**config.mk**
```make
export PLATFORM = sky130hd
export DESIGN_NAME = timer_pwm
export DESIGN_NICKNAME = d
export VERILOG_FILES = /design/src/inc/timer_pwm_pkg.sv /design/src/timer_pwm.sv
export VERILOG_INCLUDE_DIRS = /design/src /design/src/inc
export SDC_FILE = /design/constraint.sdc
export NUM_CORES = 1
export LEC_CHECK = 0
export ABC_AREA = 1
export BUFFER_PORTS_ARGS = -buffer_cell sky130_fd_sc_hd__buf_2
export CAP_MARGIN = 5
export CORE_AREA = 2 2 187 189
export DETAILED_ROUTE_END_ITERATION = 7
export DIE_AREA = 0 0 189 191
export GPL_ROUTABILITY_DRIVEN = 0
export HOLD_SLACK_MARGIN = 0.1
export RECOVER_POWER = 25
export SETUP_SLACK_MARGIN = 0.05
export SYNTH_ARGS = -nofsm -noshare
export SYNTH_HDL_FRONTEND = slang
export SYNTH_SLANG_ARGS = --single-unit
```
**constraint.sdc**
```tcl
create_clock -name ref_clk_i -period 6.1 [get_ports ref_clk_i]
set_clock_uncertainty 0.1 [all_clocks]
set_input_delay 0.305 -clock ref_clk_i [delete_from_list [all_inputs] [get_ports ref_clk_i]]
set_output_delay 0.305 -clock ref_clk_i [all_outputs]
set_load 0.02 [all_outputs]
```
**src/inc/timer_pwm_map.svh**
```systemverilog
// Register map, field positions, reset values and mode codes of the timer/PWM block.
// Assumes a byte-wide register per aligned 32-bit word, reached over AXI4-Lite.
// What this block does
// - Edge/level select 00 frees the channel pin from all channel functions.
// - Mode 00 without center-align captures on rising, falling or either edge.
// - Mode 01 compares: flag only, toggle, clear or set the pin on match.
// - Mode 1X gives edge-aligned PWM, high-true for 10, low-true for X1.
// - Center-align makes all channels center PWM, acting on both up- and down-counting matches.
// - A pin unsteady one cycle before capture entry may give a false edge.
// - Each 16-bit channel value holds capture or compare value, reset to zero.
// - In capture, reading one value byte freezes both until the other is read.
// - In compare or PWM, value bytes buffer in any order, then move together.
// - Center-align makes the counter count up and down.
// - Clock source resets to none; 01 bus clock, others fixed clock or pin.
// - Counting pauses during debug halt and resumes afterwards.
// - Up-counting runs 0 to terminal count (ffff or modulus) and wraps.
// - Up/down counting turns at modulus and zero, each end lasting one tick.
// - The wrap interrupt is a level while wrap flag and its enable are set.
// - Up-counting sets the wrap flag on the step from terminal count to 0.
// - Up/down counting sets the wrap flag on turning down from the modulus.
// - Reading one count byte snapshots both until the other byte is read.
// - Writing either count byte zeroes the counter and drops the snapshot.
// - Channel flag clears by read-while-set then write 0; new events win.
// - Edge PWM: wrap drives the active level, match the inactive one.
// - Edge PWM loads a buffered value only when the counter reads zero.
`ifndef TIMER_PWM_MAP_SVH
`define TIMER_PWM_MAP_SVH
`define ADDR_TIMER_SC 8'h00
`define ADDR_COUNT_HI 8'h04
`define ADDR_COUNT_LO 8'h08
`define ADDR_MOD_HI 8'h0c
`define ADDR_MOD_LO 8'h10
`define CH_BASE 8'h14
`define CH_STRIDE 8'h0c
`define CH_OFF_SC 8'h00
`define CH_OFF_HI 8'h04
`define CH_OFF_LO 8'h08
`define FLAG_BIT 7
`define IE_BIT 6
`define CPWM_BIT 5
`define CLKS_HI 4
`define CLKS_LO 3
`define CH_MSB_BIT 5
`define CH_MSA_BIT 4
`define ELS_HI 3
`define ELS_LO 2
`define CLKS_NONE 2'h0
`define CLKS_BUS 2'h1
`define CLKS_FIXED 2'h2
`define ELS_OFF 2'h0
`define ELS_TOGGLE 2'h1
`define ELS_CLEAR 2'h2
`define ELS_SET 2'h3
`define COUNT_ZERO 16'h0000
`define COUNT_FULL 16'hffff
`define COUNT_ONE 16'h0001
`define RESP_OKAY 2'h0
`define RESP_SLVERR 2'h2
`endif

```
**src/inc/timer_pwm_pkg.sv**
```systemverilog
// Types shared by the timer/PWM block.
// Assumes the map header supplies all numeric constants.
package timer_pwm_pkg;

    typedef struct packed {
        logic flag;
        logic ie;
        logic msb;
        logic msa;
        logic [1:0] els;
    } chan_ctl_t;

    typedef struct packed {
        chan_ctl_t ctl;
        logic clr_arm;
        logic [15:0] value;
        logic [15:0] wbuf;
        logic hi_wr;
        logic lo_wr;
        logic [15:0] rsnap;
        logic rd_lat;
        logic rd_hi;
        logic pin_prev;
        logic pin_out;
    } chan_st_t;

    typedef struct packed {
        logic counter_wrap_flag;
        logic wrap_irq_enable;
        logic cpwm;
        logic [1:0] clks;
    } timer_ctl_t;

endpackage : timer_pwm_pkg

```
**src/timer_pwm.sv**
```systemverilog
// Timer/PWM block: 16-bit counter, modulus, and per-channel capture, compare and PWM.
// Assumes pins and clock enables are synchronous to ref_clk_i; registers on AXI4-Lite.
`timescale 1ns/1ns
`include "timer_pwm_map.svh"

module timer_pwm #(
    parameter int NUM_CH = 2
) (
    // Clock and reset
    input wire logic ref_clk_i,
    input wire logic resetn_i,
    // Counter clock sources and debug
    input wire logic fixed_clk_en_i,
    input wire logic ext_clk_i,
    input wire logic debug_halt_i,
    // Channel pins
    input wire logic [NUM_CH-1:0] ch_pin_i,
    output logic [NUM_CH-1:0] ch_pin_o,
    output logic [NUM_CH-1:0] ch_pin_oe_o,
    // Interrupt requests
    output logic wrap_irq_o,
    output logic [NUM_CH-1:0] chan_irq_o,
    // AXI4-Lite slave
    input wire logic [7:0] s_axi_awaddr,
    input wire logic s_axi_awvalid,
    output logic s_axi_awready,
    input wire logic [31:0] s_axi_wdata,
    input wire logic [3:0] s_axi_wstrb,
    input wire logic s_axi_wvalid,
    output logic s_axi_wready,
    output logic [1:0] s_axi_bresp,
    output logic s_axi_bvalid,
    input wire logic s_axi_bready,
    input wire logic [7:0] s_axi_araddr,
    input wire logic s_axi_arvalid,
    output logic s_axi_arready,
    output logic [31:0] s_axi_rdata,
    output logic [1:0] s_axi_rresp,
    output logic s_axi_rvalid,
    input wire logic s_axi_rready
);

    initial begin
        if (NUM_CH < 1 || NUM_CH > 8) begin
            $error("NUM_CH must lie between 1 and 8 to fit the address map.");
        end
    end

    typedef struct packed {
        timer_pwm_pkg::timer_ctl_t tsc;
        logic tof_arm;
        logic [15:0] cnt;
        logic dir_down;
        logic [15:0] cnt_snap;
        logic cnt_lat;
        logic cnt_rd_hi;
        logic [15:0] modulus;
        logic [15:0] mod_buf;
        logic mod_hi_wr;
        logic mod_lo_wr;
        logic ext_prev;
        logic bvalid;
        logic [1:0] bresp;
        logic rvalid;
        logic [1:0] rresp;
        logic [7:0] rdata;
        timer_pwm_pkg::chan_st_t [NUM_CH-1:0] ch;
    } state_t;

    state_t s_q;
    state_t s_d;
    logic aw_go;
    logic ar_go;
    logic tick;
    logic cnt_wr;
    logic wrap;
    logic [15:0] term;
    logic [NUM_CH-1:0] evt;
    logic [NUM_CH-1:0] detached;

    assign aw_go = s_axi_awvalid && s_axi_wvalid && !s_q.bvalid;
    assign ar_go = s_axi_arvalid && !s_q.rvalid;
    assign s_axi_awready = aw_go;
    assign s_axi_wready = aw_go;
    assign s_axi_arready = !s_q.rvalid;
    assign s_axi_bvalid = s_q.bvalid;
    assign s_axi_bresp = s_q.bresp;
    assign s_axi_rvalid = s_q.rvalid;
    assign s_axi_rresp = s_q.rresp;
    assign s_axi_rdata = {24'h000000, s_q.rdata};
    assign wrap_irq_o = s_q.tsc.counter_wrap_flag && s_q.tsc.wrap_irq_enable;

    always_comb begin
        logic [7:0] cb;
        logic [7:0] wd;
        logic hit;
        logic rise;
        logic fall;
        logic match;
        logic cap;
        logic oc;
        logic epwm;
        logic [15:0] rv;
        cb = 8'h00;
        wd = s_axi_wdata[7:0];
        hit = 1'b0;
        rise = 1'b0;
        fall = 1'b0;
        match = 1'b0;
        cap = 1'b0;
        oc = 1'b0;
        epwm = 1'b0;
        rv = `COUNT_ZERO;
        s_d = s_q;
        cnt_wr = 1'b0;
        wrap = 1'b0;
        evt = '0;
        detached = '0;
        if (s_q.bvalid && s_axi_bready) begin
            s_d.bvalid = 1'b0;
        end
        if (s_q.rvalid && s_axi_rready) begin
            s_d.rvalid = 1'b0;
        end

        // Counter clock: the pin edge detector needs the pin held at least one bus cycle per level.
        s_d.ext_prev = ext_clk_i;
        unique case (s_q.tsc.clks)
            `CLKS_NONE: tick = 1'b0;
            `CLKS_BUS: tick = 1'b1;
            `CLKS_FIXED: tick = fixed_clk_en_i;
            default: tick = ext_clk_i && !s_q.ext_prev;
        endcase
        tick = tick && !debug_halt_i;
        term = (s_q.modulus == `COUNT_ZERO) ? `COUNT_FULL : s_q.modulus;

        // Register writes.
        if (aw_go) begin
            s_d.bvalid = 1'b1;
            if (s_axi_awaddr == `ADDR_TIMER_SC) begin
                hit = 1'b1;
                if (s_axi_wstrb[0]) begin
                    s_d.tsc.wrap_irq_enable = wd[`IE_BIT];
                    s_d.tsc.cpwm = wd[`CPWM_BIT];
                    s_d.tsc.clks = wd[`CLKS_HI:`CLKS_LO];
                    if (!wd[`FLAG_BIT] && s_q.tof_arm) begin
                        s_d.tsc.counter_wrap_flag = 1'b0;
                    end
                    s_d.tof_arm = 1'b0;
                    s_d.mod_hi_wr = 1'b0;
                    s_d.mod_lo_wr = 1'b0;
                end
            end
            if (s_axi_awaddr == `ADDR_COUNT_HI || s_axi_awaddr == `ADDR_COUNT_LO) begin
                hit = 1'b1;
                if (s_axi_wstrb[0]) begin
                    cnt_wr = 1'b1;
                end
            end
            if (s_axi_awaddr == `ADDR_MOD_HI) begin
                hit = 1'b1;
                if (s_axi_wstrb[0]) begin
                    s_d.mod_buf[15:8] = wd;
                    s_d.mod_hi_wr = 1'b1;
                end
            end
            if (s_axi_awaddr == `ADDR_MOD_LO) begin
                hit = 1'b1;
                if (s_axi_wstrb[0]) begin
                    s_d.mod_buf[7:0] = wd;
                    s_d.mod_lo_wr = 1'b1;
                end
            end
            for (int i = 0; i < NUM_CH; i++) begin
                cb = 8'(`CH_BASE + i * `CH_STRIDE);
                if (s_axi_awaddr == cb + `CH_OFF_SC) begin
                    hit = 1'b1;
                    if (s_axi_wstrb[0]) begin
                        s_d.ch[i].ctl.ie = wd[`IE_BIT];
                        s_d.ch[i].ctl.msb = wd[`CH_MSB_BIT];
                        s_d.ch[i].ctl.msa = wd[`CH_MSA_BIT];
                        s_d.ch[i].ctl.els = wd[`ELS_HI:`ELS_LO];
                        if (!wd[`FLAG_BIT] && s_q.ch[i].clr_arm) begin
                            s_d.ch[i].ctl.flag = 1'b0;
                        end
                        s_d.ch[i].clr_arm = 1'b0;
                        s_d.ch[i].rd_lat = 1'b0;
                        s_d.ch[i].hi_wr = 1'b0;
                        s_d.ch[i].lo_wr = 1'b0;
                    end
                end
                if (s_axi_awaddr == cb + `CH_OFF_HI) begin
                    hit = 1'b1;
                    if (s_axi_wstrb[0]) begin
                        s_d.ch[i].wbuf[15:8] = wd;
                        s_d.ch[i].hi_wr = 1'b1;
                    end
                end
                if (s_axi_awaddr == cb + `CH_OFF_LO) begin
                    hit = 1'b1;
                    if (s_axi_wstrb[0]) begin
                        s_d.ch[i].wbuf[7:0] = wd;
                        s_d.ch[i].lo_wr = 1'b1;
                    end
                end
            end
            s_d.bresp = hit ? `RESP_OKAY : `RESP_SLVERR;
        end

        // Register reads, with their snapshot and flag-arming side effects.
        if (ar_go) begin
            hit = 1'b0;
            s_d.rvalid = 1'b1;
            s_d.rdata = 8'h00;
            if (s_axi_araddr == `ADDR_TIMER_SC) begin
                hit = 1'b1;
                s_d.rdata = {s_q.tsc.counter_wrap_flag, s_q.tsc.wrap_irq_enable, s_q.tsc.cpwm, s_q.tsc.clks, 3'h0};
                s_d.tof_arm = s_q.tsc.counter_wrap_flag;
            end
            if (s_axi_araddr == `ADDR_COUNT_HI || s_axi_araddr == `ADDR_COUNT_LO) begin
                hit = 1'b1;
                rv = s_q.cnt_lat ? s_q.cnt_snap : s_q.cnt;
                if (!s_q.cnt_lat) begin
                    s_d.cnt_snap = s_q.cnt;
                    s_d.cnt_lat = 1'b1;
                    s_d.cnt_rd_hi = (s_axi_araddr == `ADDR_COUNT_HI);
                end else if (s_q.cnt_rd_hi != (s_axi_araddr == `ADDR_COUNT_HI)) begin
                    s_d.cnt_lat = 1'b0;
                end
                s_d.rdata = (s_axi_araddr == `ADDR_COUNT_HI) ? rv[15:8] : rv[7:0];
            end
            if (s_axi_araddr == `ADDR_MOD_HI || s_axi_araddr == `ADDR_MOD_LO) begin
                hit = 1'b1;
                s_d.rdata = (s_axi_araddr == `ADDR_MOD_HI) ? s_q.modulus[15:8] : s_q.modulus[7:0];
            end
            for (int i = 0; i < NUM_CH; i++) begin
                cb = 8'(`CH_BASE + i * `CH_STRIDE);
                if (s_axi_araddr == cb + `CH_OFF_SC) begin
                    hit = 1'b1;
                    s_d.rdata = {s_q.ch[i].ctl, 2'h0};
                    s_d.ch[i].clr_arm = s_q.ch[i].ctl.flag;
                end
                if (s_axi_araddr == cb + `CH_OFF_HI || s_axi_araddr == cb + `CH_OFF_LO) begin
                    hit = 1'b1;
                    rv = s_q.ch[i].value;
                    if (!s_q.tsc.cpwm && !s_q.ch[i].ctl.msb && !s_q.ch[i].ctl.msa) begin
                        rv = s_q.ch[i].rd_lat ? s_q.ch[i].rsnap : s_q.ch[i].value;
                        if (!s_q.ch[i].rd_lat) begin
                            s_d.ch[i].rsnap = s_q.ch[i].value;
                            s_d.ch[i].rd_lat = 1'b1;
                            s_d.ch[i].rd_hi = (s_axi_araddr == cb + `CH_OFF_HI);
                        end else if (s_q.ch[i].rd_hi != (s_axi_araddr == cb + `CH_OFF_HI)) begin
                            s_d.ch[i].rd_lat = 1'b0;
                        end
                    end
                    s_d.rdata = (s_axi_araddr == cb + `CH_OFF_HI) ? rv[15:8] : rv[7:0];
                end
            end
            s_d.rresp = hit ? `RESP_OKAY : `RESP_SLVERR;
        end

        // Main counter.
        if (cnt_wr) begin
            s_d.cnt = `COUNT_ZERO;
            s_d.dir_down = 1'b0;
            s_d.cnt_lat = 1'b0;
        end else if (tick && !s_q.tsc.cpwm) begin
            s_d.dir_down = 1'b0;
            if (s_q.cnt == term) begin
                s_d.cnt = `COUNT_ZERO;
                wrap = 1'b1;
            end else begin
                s_d.cnt = s_q.cnt + `COUNT_ONE;
            end
        end else if (tick) begin
            if (!s_q.dir_down) begin
                if (s_q.cnt >= s_q.modulus) begin
                    s_d.dir_down = 1'b1;
                    s_d.cnt = s_q.cnt - `COUNT_ONE;
                    wrap = 1'b1;
                end else begin
                    s_d.cnt = s_q.cnt + `COUNT_ONE;
                end
            end else if (s_q.cnt == `COUNT_ZERO) begin
                s_d.dir_down = 1'b0;
                s_d.cnt = `COUNT_ONE;
            end else begin
                s_d.cnt = s_q.cnt - `COUNT_ONE;
            end
        end
        if (s_d.mod_hi_wr && s_d.mod_lo_wr && (!s_q.tsc.cpwm || wrap)) begin
            s_d.modulus = s_d.mod_buf;
            s_d.mod_hi_wr = 1'b0;
            s_d.mod_lo_wr = 1'b0;
        end
        if (wrap) begin
            s_d.tsc.counter_wrap_flag = 1'b1;
            s_d.tof_arm = 1'b0;
        end

        // Channels.
        for (int i = 0; i < NUM_CH; i++) begin
            s_d.ch[i].pin_prev = ch_pin_i[i];
            rise = ch_pin_i[i] && !s_q.ch[i].pin_prev;
            fall = !ch_pin_i[i] && s_q.ch[i].pin_prev;
            detached[i] = (s_q.ch[i].ctl.els == `ELS_OFF);
            cap = !s_q.tsc.cpwm && !s_q.ch[i].ctl.msb && !s_q.ch[i].ctl.msa;
            oc = !s_q.tsc.cpwm && !s_q.ch[i].ctl.msb && s_q.ch[i].ctl.msa;
            epwm = !s_q.tsc.cpwm && s_q.ch[i].ctl.msb;
            match = tick && !cnt_wr && (s_d.cnt == s_q.ch[i].value);
            if (cap) begin
                if ((s_q.ch[i].ctl.els[0] && rise) || (s_q.ch[i].ctl.els[1] && fall)) begin
                    s_d.ch[i].value = s_q.cnt;
                    evt[i] = 1'b1;
                end
            end else if (oc) begin
                evt[i] = match;
                if (match) begin
                    unique case (s_q.ch[i].ctl.els)
                        `ELS_OFF: s_d.ch[i].pin_out = s_q.ch[i].pin_out;
                        `ELS_TOGGLE: s_d.ch[i].pin_out = !s_q.ch[i].pin_out;
                        `ELS_CLEAR: s_d.ch[i].pin_out = 1'b0;
                        `ELS_SET: s_d.ch[i].pin_out = 1'b1;
                    endcase
                end
            end else if (epwm) begin
                evt[i] = match;
                if (tick && !cnt_wr && s_d.cnt == `COUNT_ZERO) begin
                    s_d.ch[i].pin_out = !s_q.ch[i].ctl.els[0];
                end
                if (match) begin
                    s_d.ch[i].pin_out = s_q.ch[i].ctl.els[0];
                end
            end else begin
                evt[i] = match;
                if (match) begin
                    s_d.ch[i].pin_out = s_q.dir_down ? !s_q.ch[i].ctl.els[0] : s_q.ch[i].ctl.els[0];
                end
            end
            // Coherent value load: at once for compare, at the period edge for PWM.
            if (s_d.ch[i].hi_wr && s_d.ch[i].lo_wr) begin
                if (oc || cap || (epwm && tick && !cnt_wr && s_d.cnt == `COUNT_ZERO) || (s_q.tsc.cpwm && wrap)) begin
                    s_d.ch[i].value = s_d.ch[i].wbuf;
                    s_d.ch[i].hi_wr = 1'b0;
                    s_d.ch[i].lo_wr = 1'b0;
                end
            end
            if (evt[i]) begin
                s_d.ch[i].ctl.flag = 1'b1;
                s_d.ch[i].clr_arm = 1'b0;
            end
        end
    end

    always_ff @(posedge ref_clk_i or negedge resetn_i) begin
        if (!resetn_i) begin
            s_q <= '0;
        end else begin
            s_q <= s_d;
        end
    end

    for (genvar g = 0; g < NUM_CH; g++) begin : g_pin
        assign ch_pin_o[g] = s_q.ch[g].pin_out;
        assign ch_pin_oe_o[g] = !detached[g] && (s_q.tsc.cpwm || s_q.ch[g].ctl.msb || s_q.ch[g].ctl.msa);
        assign chan_irq_o[g] = s_q.ch[g].ctl.flag && s_q.ch[g].ctl.ie;
    end
endmodule : timer_pwm

```
Word level (Yosys, flattened, before mapping) --
Cells that the tools add are included.
Storage, ports and cells: flip-flop bits (word level) 212, output and inout bits 48, input port bits 64, word-level logic and storage cells 400
Operators by class: eq/ne operators 38, muxes and demuxes 174, reduce and logical (&&, ||, !) cells 130, add/sub/neg operators 2, magnitude comparators 1, bitwise gates (word level) 5
Operators with widths (number):
- 16-bit 2-to-1 mux | 17
- 8-bit 2-to-1 mux | 23
- 1-bit 2-to-1 mux | 92
- 17-bit 2-to-1 mux | 4
- 8-bit by 5-bit equality test with 1-bit output (second input constant) | 8
- 18-bit 2-to-1 mux | 3
- 16-bit equality test | 3
- 8-bit by 6-bit equality test with 1-bit output (second input constant) | 6
- 16-bit zero test | 3
- 1-bit logical AND | 47
- 2-bit 2-to-1 mux | 21
- 7-bit 2-to-1 mux | 6
- 2-bit nonzero test | 20
- 8-bit by 4-bit equality test with 1-bit output (second input constant) | 4
- 1-bit zero test | 21
- 4-bit AND reduction | 5
- 1-bit logical OR | 18
- 6-bit 2-to-1 mux | 3
- 3-bit AND reduction | 6
- 16-bit by 1-bit adder with 16-bit output (second input constant) | 1
- 8-bit by 3-bit equality test with 1-bit output (second input constant) | 2
- 16-bit greater-or-equal comparator | 1
- 8-bit zero test | 2
- 16-bit by 1-bit subtractor with 16-bit output (second input constant) | 1
- other kinds (13) | 33

Longest topological paths before layout --
Gate-level depths: netlist (run 1).
word-level depth 14, depth in mapped cells 29, depth with buffers taken out 29

Least setup slack after synthesis (run 1) --
Ideal clock, no wire load.
kind register to register, start point reg s_q[190] (netlist name), end point reg s_q[104] (netlist name), data required time 5.882 ns, setup slack 2.884 ns, path buffers 2, library setup time 0.118 ns, clock period less this slack 3.216 ns, arrival time 2.998 ns, cell stages (with the launch flop) 23, cells stage by stage dfrtp_1 -> inv_1 -> ha_1 -> nand2_1 -> nor2_1 -> nand2_1 -> nand2_1 -> nor2_1 -> nand2_1 -> nand2_1 -> nand3_1 -> buf_2 -> nand3_1 -> o211ai_1 -> nand3_1 -> nand2_1 -> nor3_2 -> nand3_2 -> a21oi_4 -> nand3_4 -> buf_6 -> nand2_1 -> nand2_1
RTL lines:
- start: declaration | RTL line timer_pwm.sv:70 | state_t s_q;
- start signal: assignment | RTL line timer_pwm.sv:357 | s_q <= '0;
- start signal: assignment | RTL line timer_pwm.sv:359 | s_q <= s_d;

==> results of run 1 <==
cells by family after synthesis:
family / synth area share
mux: 0.00821
buf+inv: 0.112
other cells: 0.000279
xor+xnor: 0.0189
flops: 0.392
fa+ha+maj: 0.0177
simple gates: 0.300
compound gates: 0.151
sequential cells by signal, indices dropped and copies added, names as in the netlist:
name	cells
s_axi_bresp	1
s_axi_bvalid	1
s_axi_rvalid	1
s_axi_rdata	8
ch_pin_o	2
s_axi_rresp	1
s_q	196
final cells by class:
class,instances,share of cell area
multi-input cells,1425,0.457
flip-flops and latches,210,0.355
inverters,233,0.0591
clock buffers,39,0.0506
well taps,455,0.0385
repair buffers,85,0.0333
clock inverters,8,0.00634
power by group:
part           internal [uW]  switching (uW)
clock                    894             633
sequential              1480             139
combinational            332             851
total                   2700            1620
layer usage:
layer,track usage,vias up,share of wire
met1,0.375,6154,0.45
met5,0,-,0
met4,0.0944,0,0.039
met2,0.389,631,0.42
met3,0.0406,114,0.093
li1,-,6352,-
stage by stage:
stage                     worst slack, ps  instance area [um2]   util
after floorplan                      2880                13500      -
after global placement               1290                13900  0.407
after detailed placement             1230                13900  0.407
after CTS                            1210                14800  0.435
after global routing                  629                14800  0.434
final                                1020                14800  0.434
how the worst max path moves through the flow:
stage / endpoint / slack (ps)
2_1_floorplan: s_q[104] / 2880
3_3_place_gp: s_q[40] / 1290
3_5_place_dp: s_q[44] / 1230
4_1_cts: s_q[44] / 1210
5_1_grt: s_q[39] / 630
6_report: s_q[44] / 1020
cells in the final DEF (no fill, tap or decap), drive strengths merged, types with 5 or more instances in the layout:
master and n:
nand4 60, o22ai 5, o211ai 15, buf 49, dlygate4sd3 12, clkinv 17, inv 223, mux2i 11
o21ai 264, nand3 110, xor2 28, conb 26, a211oi 7, a21oi 58, dfrtp 210, clkbuf 63
ha 19, nor4 5, nand2 616, nor3 20, nor2 151
critical path: cells and delay by family, from the launching register on:
| family | cells | cell delay (ps) |
|---|---|---|
| fa+ha+maj | 1 | 320 |
| simple gates | 12 | 2980 |
| compound gates | 4 | 710 |
| buf+inv | 1 | 240 |
| flops | 1 | 570 |
==> impl_results.md, run 1 <==
* Status: finished with violations
* Failing checks: max-capacitance violations, max-slew violations
* Post_cts resized at 0
* Crit start category: flip-flop
* Die area at 36100 um2
* Pwr dens at 292 nW/um2
* Via density per instance at 5.40
* Grt ovf at 0
* Cells along the critical path: ha_1 > a21oi_1 > a21oi_1 > nor2_1 > nand3_1 > nand3_1 > nor2_1 > nor2_1 > nand2_1 > nor3_1 > nand2_1 > nor3_2 > nand3_2 > a21oi_2 > nand3_1 > buf_4 > nand2_1 > o21ai_1
* # setup viols final at 0
* Fill cells at roughly 3600
* I/O pin cnt at 112
* Biggest area consumer among synthesized cells: dfrtp_1
* HPWL Detailed at 34.8 mm
* Via Count at 13300
* Hold Fails Final Rpt at 0
* Crit share post-route at 0.832
* Synth Instances at 1957
* Tot GR Track Use at 0.259
* Core footprint at 34100 um2
* Clk buf depth at 3
* P&R area growth vs syn at 10.3%
* WL final at 46.6 mm
* Crit path kind: reg -> reg
* Cells on worst reg2reg path at 18
* Antenna violations before repair at 0
* Root Buffer: clkbuf_16
* Routed length per instance at around 19 um
* Critical path required time at between 6000 and 7000 ps
* Setup TNS Final at 0 ps
* Cell Rows at just under 70
* Hold Crit Class: in -> reg
* Chip width at about 190 um
* Most frequent cell after synthesis: nand2_1
* CTS Sinks at 210
* Inst Count DP at 2396
* P_leak at 0.00714 uW
* Most frequent cells after synthesis: nand2_1, o21ai_0, inv_1
* Worst reg2reg setup slack at about 1000 ps
* Num CTS Buffers at 26
* Post-synth ARST share at 1.00
* Sequential fraction of the synthesis area at 0.392
* Crit path launch: s_q[201]
* Pwr Total at approximately 4300 uW
* Post-CTS setup buffer count at 0
* Largest net degree at the start of global routing at 83
* Sequential Area at 5260 um2
* Syn. warnings at 0
* Worst Tran Pin Value at 4170 ps
* RSZ-0062 raised after global routing: no
* Final Critical Period at 5080 ps
* First-pass GRT wire length at 71.8 mm
* Slowest Stage Delay on Critical Path at 810 ps
* Die Y at 191 um
* Worst hold slack at ~110 ps
* Final ANT Viol Nets at 0
* RR Endpoint: s_q[44]
* Top FF cell, synth: dfrtp_1
* Fin. max-slew vios at 73
* Post-layout net count at 2064
* IO Port Bufs at 58
* Avg Cell Area, Syn at 6.86 um2
* Max VDD drop at 213 uV
* Crit-path max FO at 23
* Synth cell types at 51
* CP arrival at 5400 ps
* Yosys top cell area share at 0.392
* Max cap viols at 1
* Synth area leaders: dfrtp_1, nand2_1, o21ai_0, inv_1, nor2_1
* CTS tree: built
* Worst Setup End Kind: flip-flop
* Max Clk Rate at 197 MHz
* Initial Utilization at 0.393
* Worst Hold Launch: s_axi_wdata[1]
* Hold path endpoint: s_q[23]
* DR iter-0 viols at about 1400
* Hold path depth at 3
* Reg clk slew, reported paths at 60 ps
* Ratio of cells with drive above 1 in the final layout at 0.0575
* Post-synthesis cell area at 13400 um2
* Cts hold-fix bufs at 12
* Slew HR at -1.78
* Worst flop-to-flop path startpoint: s_q[201]
* DR DRC count at 0
* H-tree lvl count at 1
* Vias in the first global route at approximately 12000
* # diodes at 0
* DR pass1 iterations at 6
* Multi-input gate area at 6770 um2
* Worst path slowest cell: nor2_1
* Post-synth EDFFs at 0
* Clk Latency, worst-skew pair at 550 ps
* Fin cells at 2455
* #FFs+latches synth at 210
Note: power is estimated with default switching activity, not from simulation.
==> inputs of run 2 (changes only) <==
clock period = 4.75 ns   (was 6.1 ns; I/O delays follow)
==> impl_results.md, run 2 (synthesized netlist as in run 1, its figures left out) <==
* Status: finished with violations
* Failing checks: max-capacitance violations, max-slew violations
* Cell Rows at 68
* Max Clk Rate at 251 MHz
* CTS tree: built
* Via Count at between 10000 and 15000
* Core footprint at 34100 um2
* Num CTS Buffers at 26
* Vias in the first global route at 12300
* Slew HR at -0.848
* Root Buffer: clkbuf_16
* WL final at 46.9 mm
* Hold Crit Class: in -> reg
* Max VDD drop at 261 uV
* CP most frequent cell: nand2_1
* HPWL Detailed at ~36 mm
* Routed length per instance at 18.8 um
* Core Util, Final at 0.446
* Initial Utilization at 0.393
* Worst Tran Pin Value at 2770 ps
* Most frequent cells in the layout: nand2_1, o21ai_0, inv_1
* Commonest non-fill, non-tap cell in the layout: nand2_1
* DR iter-0 viols at around 1500
* WL met3 at 4.27 mm
* Setup TNS Final at 0 ps
* DR DRC count at 0
* # setup viols final at 0
* DR pass1 iterations at 5
* Post-DP Area at between 10000 and 15000 um2
* P&R area growth vs syn at 13.4%
* Hold Fails Final Rpt at 0
* Tot GR Track Use at 0.260
* Fill cells at 3532
* Cells along the critical path: clkinv_1 > nand3_1 > inv_1 > nand3_1 > nand2_1 > inv_2 > nand3_1 > a21oi_1 > nand2_1 > nand2_1 > nand2_1 > nor2_1 > nand2_1 > nor2_1 > nand4_1 > nand3_1 > nand3_1 > nand2_1 > nand2_1
* Finished Cell Area at 15200 um2
* Crit-path max FO at 10
* I/O pin cnt at ~110
* Pwr Total at 5760 uW
* Chip width at 189 um
* Ratio of cells with drive above 1 in the final layout at 0.0825
* Slowest Stage Delay on Critical Path at 580 ps
* Reg clk slew, reported paths at 60 ps
* Worst path slowest cell: dfrtp_1
* P_leak at roughly 0.0074 uW
* Largest net degree at the start of global routing at 108
* Die area at 36100 um2
* Crit share post-route at 0.838
* IO Port Bufs at a little under 60
* CP arrival at about 4300 ps
* Critical path required time at 5090 ps
* Clk buf depth at 3
* Grt ovf at 0
* H-tree lvl count at 1
* Pwr dens at 379 nW/um2
* Final Critical Period at 3980 ps
* CTS Sinks at 210
* Biggest register: s_q
* Via density per instance at 5.32
* Uppermost layer routed: met4
* Crit path kind: reg -> reg
* Post-layout net count at 2100
* # diodes at 0
* Final ANT Viol Nets at 0
* Clk Latency, worst-skew pair at roughly 550 ps
* Largest register FFs at approximately 200
* Antenna violations before repair at 0
* Crit start category: flip-flop
* RSZ-0062 raised after global routing: no
* Fin. max-slew vios at 104
* Die Y at 191 um
* First-pass GRT wire length at roughly 72 mm
* Worst Setup End Kind: flip-flop
* Max cap viols at 1
* Routed metal-1 wire length at 20.5 mm
* Met2 wire len at 20.4 mm
## run 2: cell types whose count changed in the layout (fill, tap and decap cells not counted), sizes merged
cell / previous run / this run
clkinv: 17 / 18
clkbuf: 63 / 43
dlygate4sd3: 12 / 18
clkinvlp: 0 / 1
buf: 49 / 95
bufinv: 1 / 3
## run 2: report_power, final
part | internal (uW) | total [uW] | leakage (uW) | switching, uW
Combinational | 499 | 1610 | 0.00421 | 1110
Clock | 1280 | 2080 | 0.000455 | 804
Sequential | 1900 | 2060 | 0.00276 | 169
## run 2: area by class of cell
cell class                      count  area [um2]  share of cell area
Tap cell                          455         569              0.0374
Inverter                          233         875              0.0575
Multi-Input combinational cell   1425        6770               0.445
Clock inverter                     12         166              0.0109
Timing Repair Buffer              121         825              0.0542
Sequential cell                   210        5260               0.345
Clock buffer                       35         754              0.0496
## run 2: worst max-delay path: cells and delay by family, from the launching register on
kind                   cells  cell delay [ps]
AND/OR/NAND/NOR           15             2030
buffers and inverters      3              820
flip-flops                 1              580
AO/OA/AOI/OAI              1              350
## run 2: through the flow
| stage | worst slack, ps | cells | hold slack [ps] |
|---|---|---|---|
| 3_5_place_dp | 940 | 2426 | 264 |
| 6_report | 769 | 2491 | 122 |
| 4_1_cts | 920 | 2491 | 106 |
| 5_1_grt | 523 | 2491 | 123 |
| 3_3_place_gp | 889 | 2426 | 264 |
| 2_1_floorplan | 1530 | 1982 | -158 |
## run 2: path summary, 6_finish.rpt
kind / from / end / slack [ps] / depth (start not counted)
max in group asynchronous: resetn_i / s_q[182] / 1910 / 2
setup reg to reg: s_q[201] / ch_pin_o[0] / 770 / 19
min in group asynchronous: resetn_i / s_axi_rdata[4] / 1030 / 2
hold reg to reg: s_q[7] / s_q[7] / 380 / 2
hold / removal: s_axi_awaddr[4] / s_q[207] / 120 / 6
setup / recovery: s_q[201] / ch_pin_o[0] / 770 / 19
## run 2: per-layer routing
metal / GRT usage / vias to the layer above
met3: 0.0402 / 107
met2: 0.404 / 587
met5: 0 / -
li1: - / 6420
met1: 0.368 / 6150
met4: 0.0865 / 0
## run 2: repair_timing
| action | in CTS | in global routing |
|---|---|---|
| hold buffers | 18 | 0 |
| resized for setup | 0 | 0 |
| hold endpoints to repair | 134 | 0 |
| setup buffers | 0 | 0 |
==> inputs of run 3 (changes only) <==
clock period = 3.83 ns   (was 4.75 ns; I/O delays follow)
==> impl_results.md, run 3 (synthesized netlist as in run 1, its figures left out) <==
* Final ANT Viol Nets at 0
* Fin. max-slew vios at 135
* HPWL Detailed at about 37 mm
* CTS Sinks at 210
* Commonest non-fill, non-tap cell in the layout: nand2_1
* Crit start category: flip-flop
* Worst Tran Pin Value at 1960 ps
* WL final at 48.7 mm
* Hold Fails Final Rpt at 0
* Tot GR Track Use at 0.268
* # setup viols final at 0
* Largest net degree at the start of global routing at 135
* Die Y at 191 um
* Setup TNS Final at 0 ps
* Worst path slowest cell: dfrtp_2
* Via Count at roughly 14000
* Post-DP Area at roughly 14000 um2
* DR DRC count at 8
* Cell Rows at 68
* Max Clk Rate at 280 MHz
* CP most frequent cell: nand2_1
* Num CTS Buffers at 26
* Status: finished with violations
* Final Critical Period at 3570 ps
* Slew HR at -0.306
* CP Buf/Inv Count at 5
* Reg clk slew, reported paths at roughly 60 ps
* RSZ-0062 raised after global routing: no
* Chip width at around 190 um
* Biggest register: s_q
* Finished Cell Area at 15900 um2
* Pwr Total at roughly 7500 uW
* Critical path required time at 4230 ps
* Clk buf depth at 3
* IO Port Bufs at 58
* Pwr dens at 473 nW/um2
* Crit-path max FO at 34
* Max cap viols at 1
* Fill cells at 3454
* # diodes at 0
* Cell family with most CP delay: simple AND/OR/NAND/NOR gates
* DR pass1 iterations at 8
* CTS tree: built
* Hold Crit Class: in -> reg
* Cells along the critical path: nor2_1 > nand2_1 > nor2_1 > nand2_2 > buf_12 > nand3_1 > nand2_1 > nor2_2 > nand2_1 > nor2_2 > nand3_4 > buf_4 > nand2_2 > inv_1 > nor3_2 > nand3_2 > a21oi_4 > buf_12 > buf_12 > nand4_1 > nand2_1
* Vias in the first global route at 12500
* Failing checks: design-rule violations, max-capacitance violations, max-slew violations
* Root Buffer: clkbuf_16
* Routed length per instance at 19.1 um
* Max VDD drop at 316 uV
* Core footprint at ~34000 um2
* Crit share post-route at 0.932
* Most frequent cells in the layout: nand2_1, o21ai_0, inv_1
* Post-layout net count at 2159
* Worst hold slack at 115 ps
* P_leak at 0.00774 uW
* Initial Utilization at 0.393
* Crit path kind: reg -> reg
* Antenna violations before repair at 0
* Fin cells at 2550
* Grt ovf at 0
* H-tree lvl count at 1
* Largest register FFs at ~200
* Clk Latency, worst-skew pair at 570 ps
* Ratio of cells with drive above 1 in the final layout at 0.115
* Via density per instance at 5.39
* DR iter-0 viols at 1437
* Die area at around 36000 um2
* First-pass GRT wire length at 73.9 mm
* I/O pin cnt at 112
* Inst Count DP at 2466
* Worst Setup End Kind: flip-flop
* Slowest Stage Delay on Critical Path at roughly 450 ps
* P&R area growth vs syn at 18.4%
* CP arrival at 3970 ps
## run 3: what timing repair did
| item | CTS | global route |
|---|---|---|
| gates resized for setup | 0 | 36 |
| hold buffers | 27 | 0 |
| setup buffers | 0 | 7 |
| endpoints found under the setup margin | 0 | 42 |
| hold endpoints to repair | 196 | 0 |
## run 3: area by class of cell
cell class,count,area [um2],area share
multi-input combinational,1426,6890,0.434
sequential,210,5260,0.331
timing repair buffer,179,1350,0.0852
inverter,233,878,0.0553
clock buffer,36,728,0.0458
tap,455,569,0.0358
clock inverter,11,214,0.0135
## run 3: power breakdown
| group | internal, uW | switching, uW | leakage, uW | total [uW] |
|---|---|---|---|---|
| Clock | 1670 | 1050 | 0.000451 | 2720 |
| Combinational | 723 | 1580 | 0.00453 | 2300 |
| Sequential | 2350 | 144 | 0.00276 | 2500 |
## run 3: per-layer routing
metal | track usage | wire (um)
met1 | 0.379 | 21100
met2 | 0.411 | 20800
met3 | 0.0299 | 4160
met4 | 0.125 | 2620
met5 | 0 | 0
## run 3: through the flow
| step | utilization | setup WS (ps) |
|---|---|---|
| floorplan | - | 614 |
| global placement | 0.423 | 202 |
| detailed placement | 0.423 | 151 |
| CTS | 0.459 | 116 |
| global route | 0.466 | 34.0 |
| finish | 0.466 | 260 |
## run 3: worst paths after layout
kind	startpoint	end	slack (ps)	depth (start not counted)
max	s_q[164]	s_q[100]	260	21
min in group asynchronous	resetn_i	s_axi_rvalid	590	2
min reg2reg	s_axi_rdata[2]	s_axi_rdata[2]	380	2
max in group asynchronous	resetn_i	s_q[137]	1600	3
min	s_axi_awaddr[6]	s_q[98]	110	6
max reg2reg	s_q[164]	s_q[100]	260	21
## run 3: worst register-to-register path, stage by stage, from the launching register on
cell	delay, ps
dfrtp_2	450
nor2_1	120
nand2_1	50
nor2_1	110
nand2_2	80
buf_12	160
nand3_1	90
nand2_1	100
nor2_2	110
nand2_1	60
nor2_2	150
nand3_4	210
buf_4	210
nand2_2	120
inv_1	140
nor3_2	290
nand3_2	180
a21oi_4	200
buf_12	140
buf_12	120
nand4_1	160
nand2_1	140
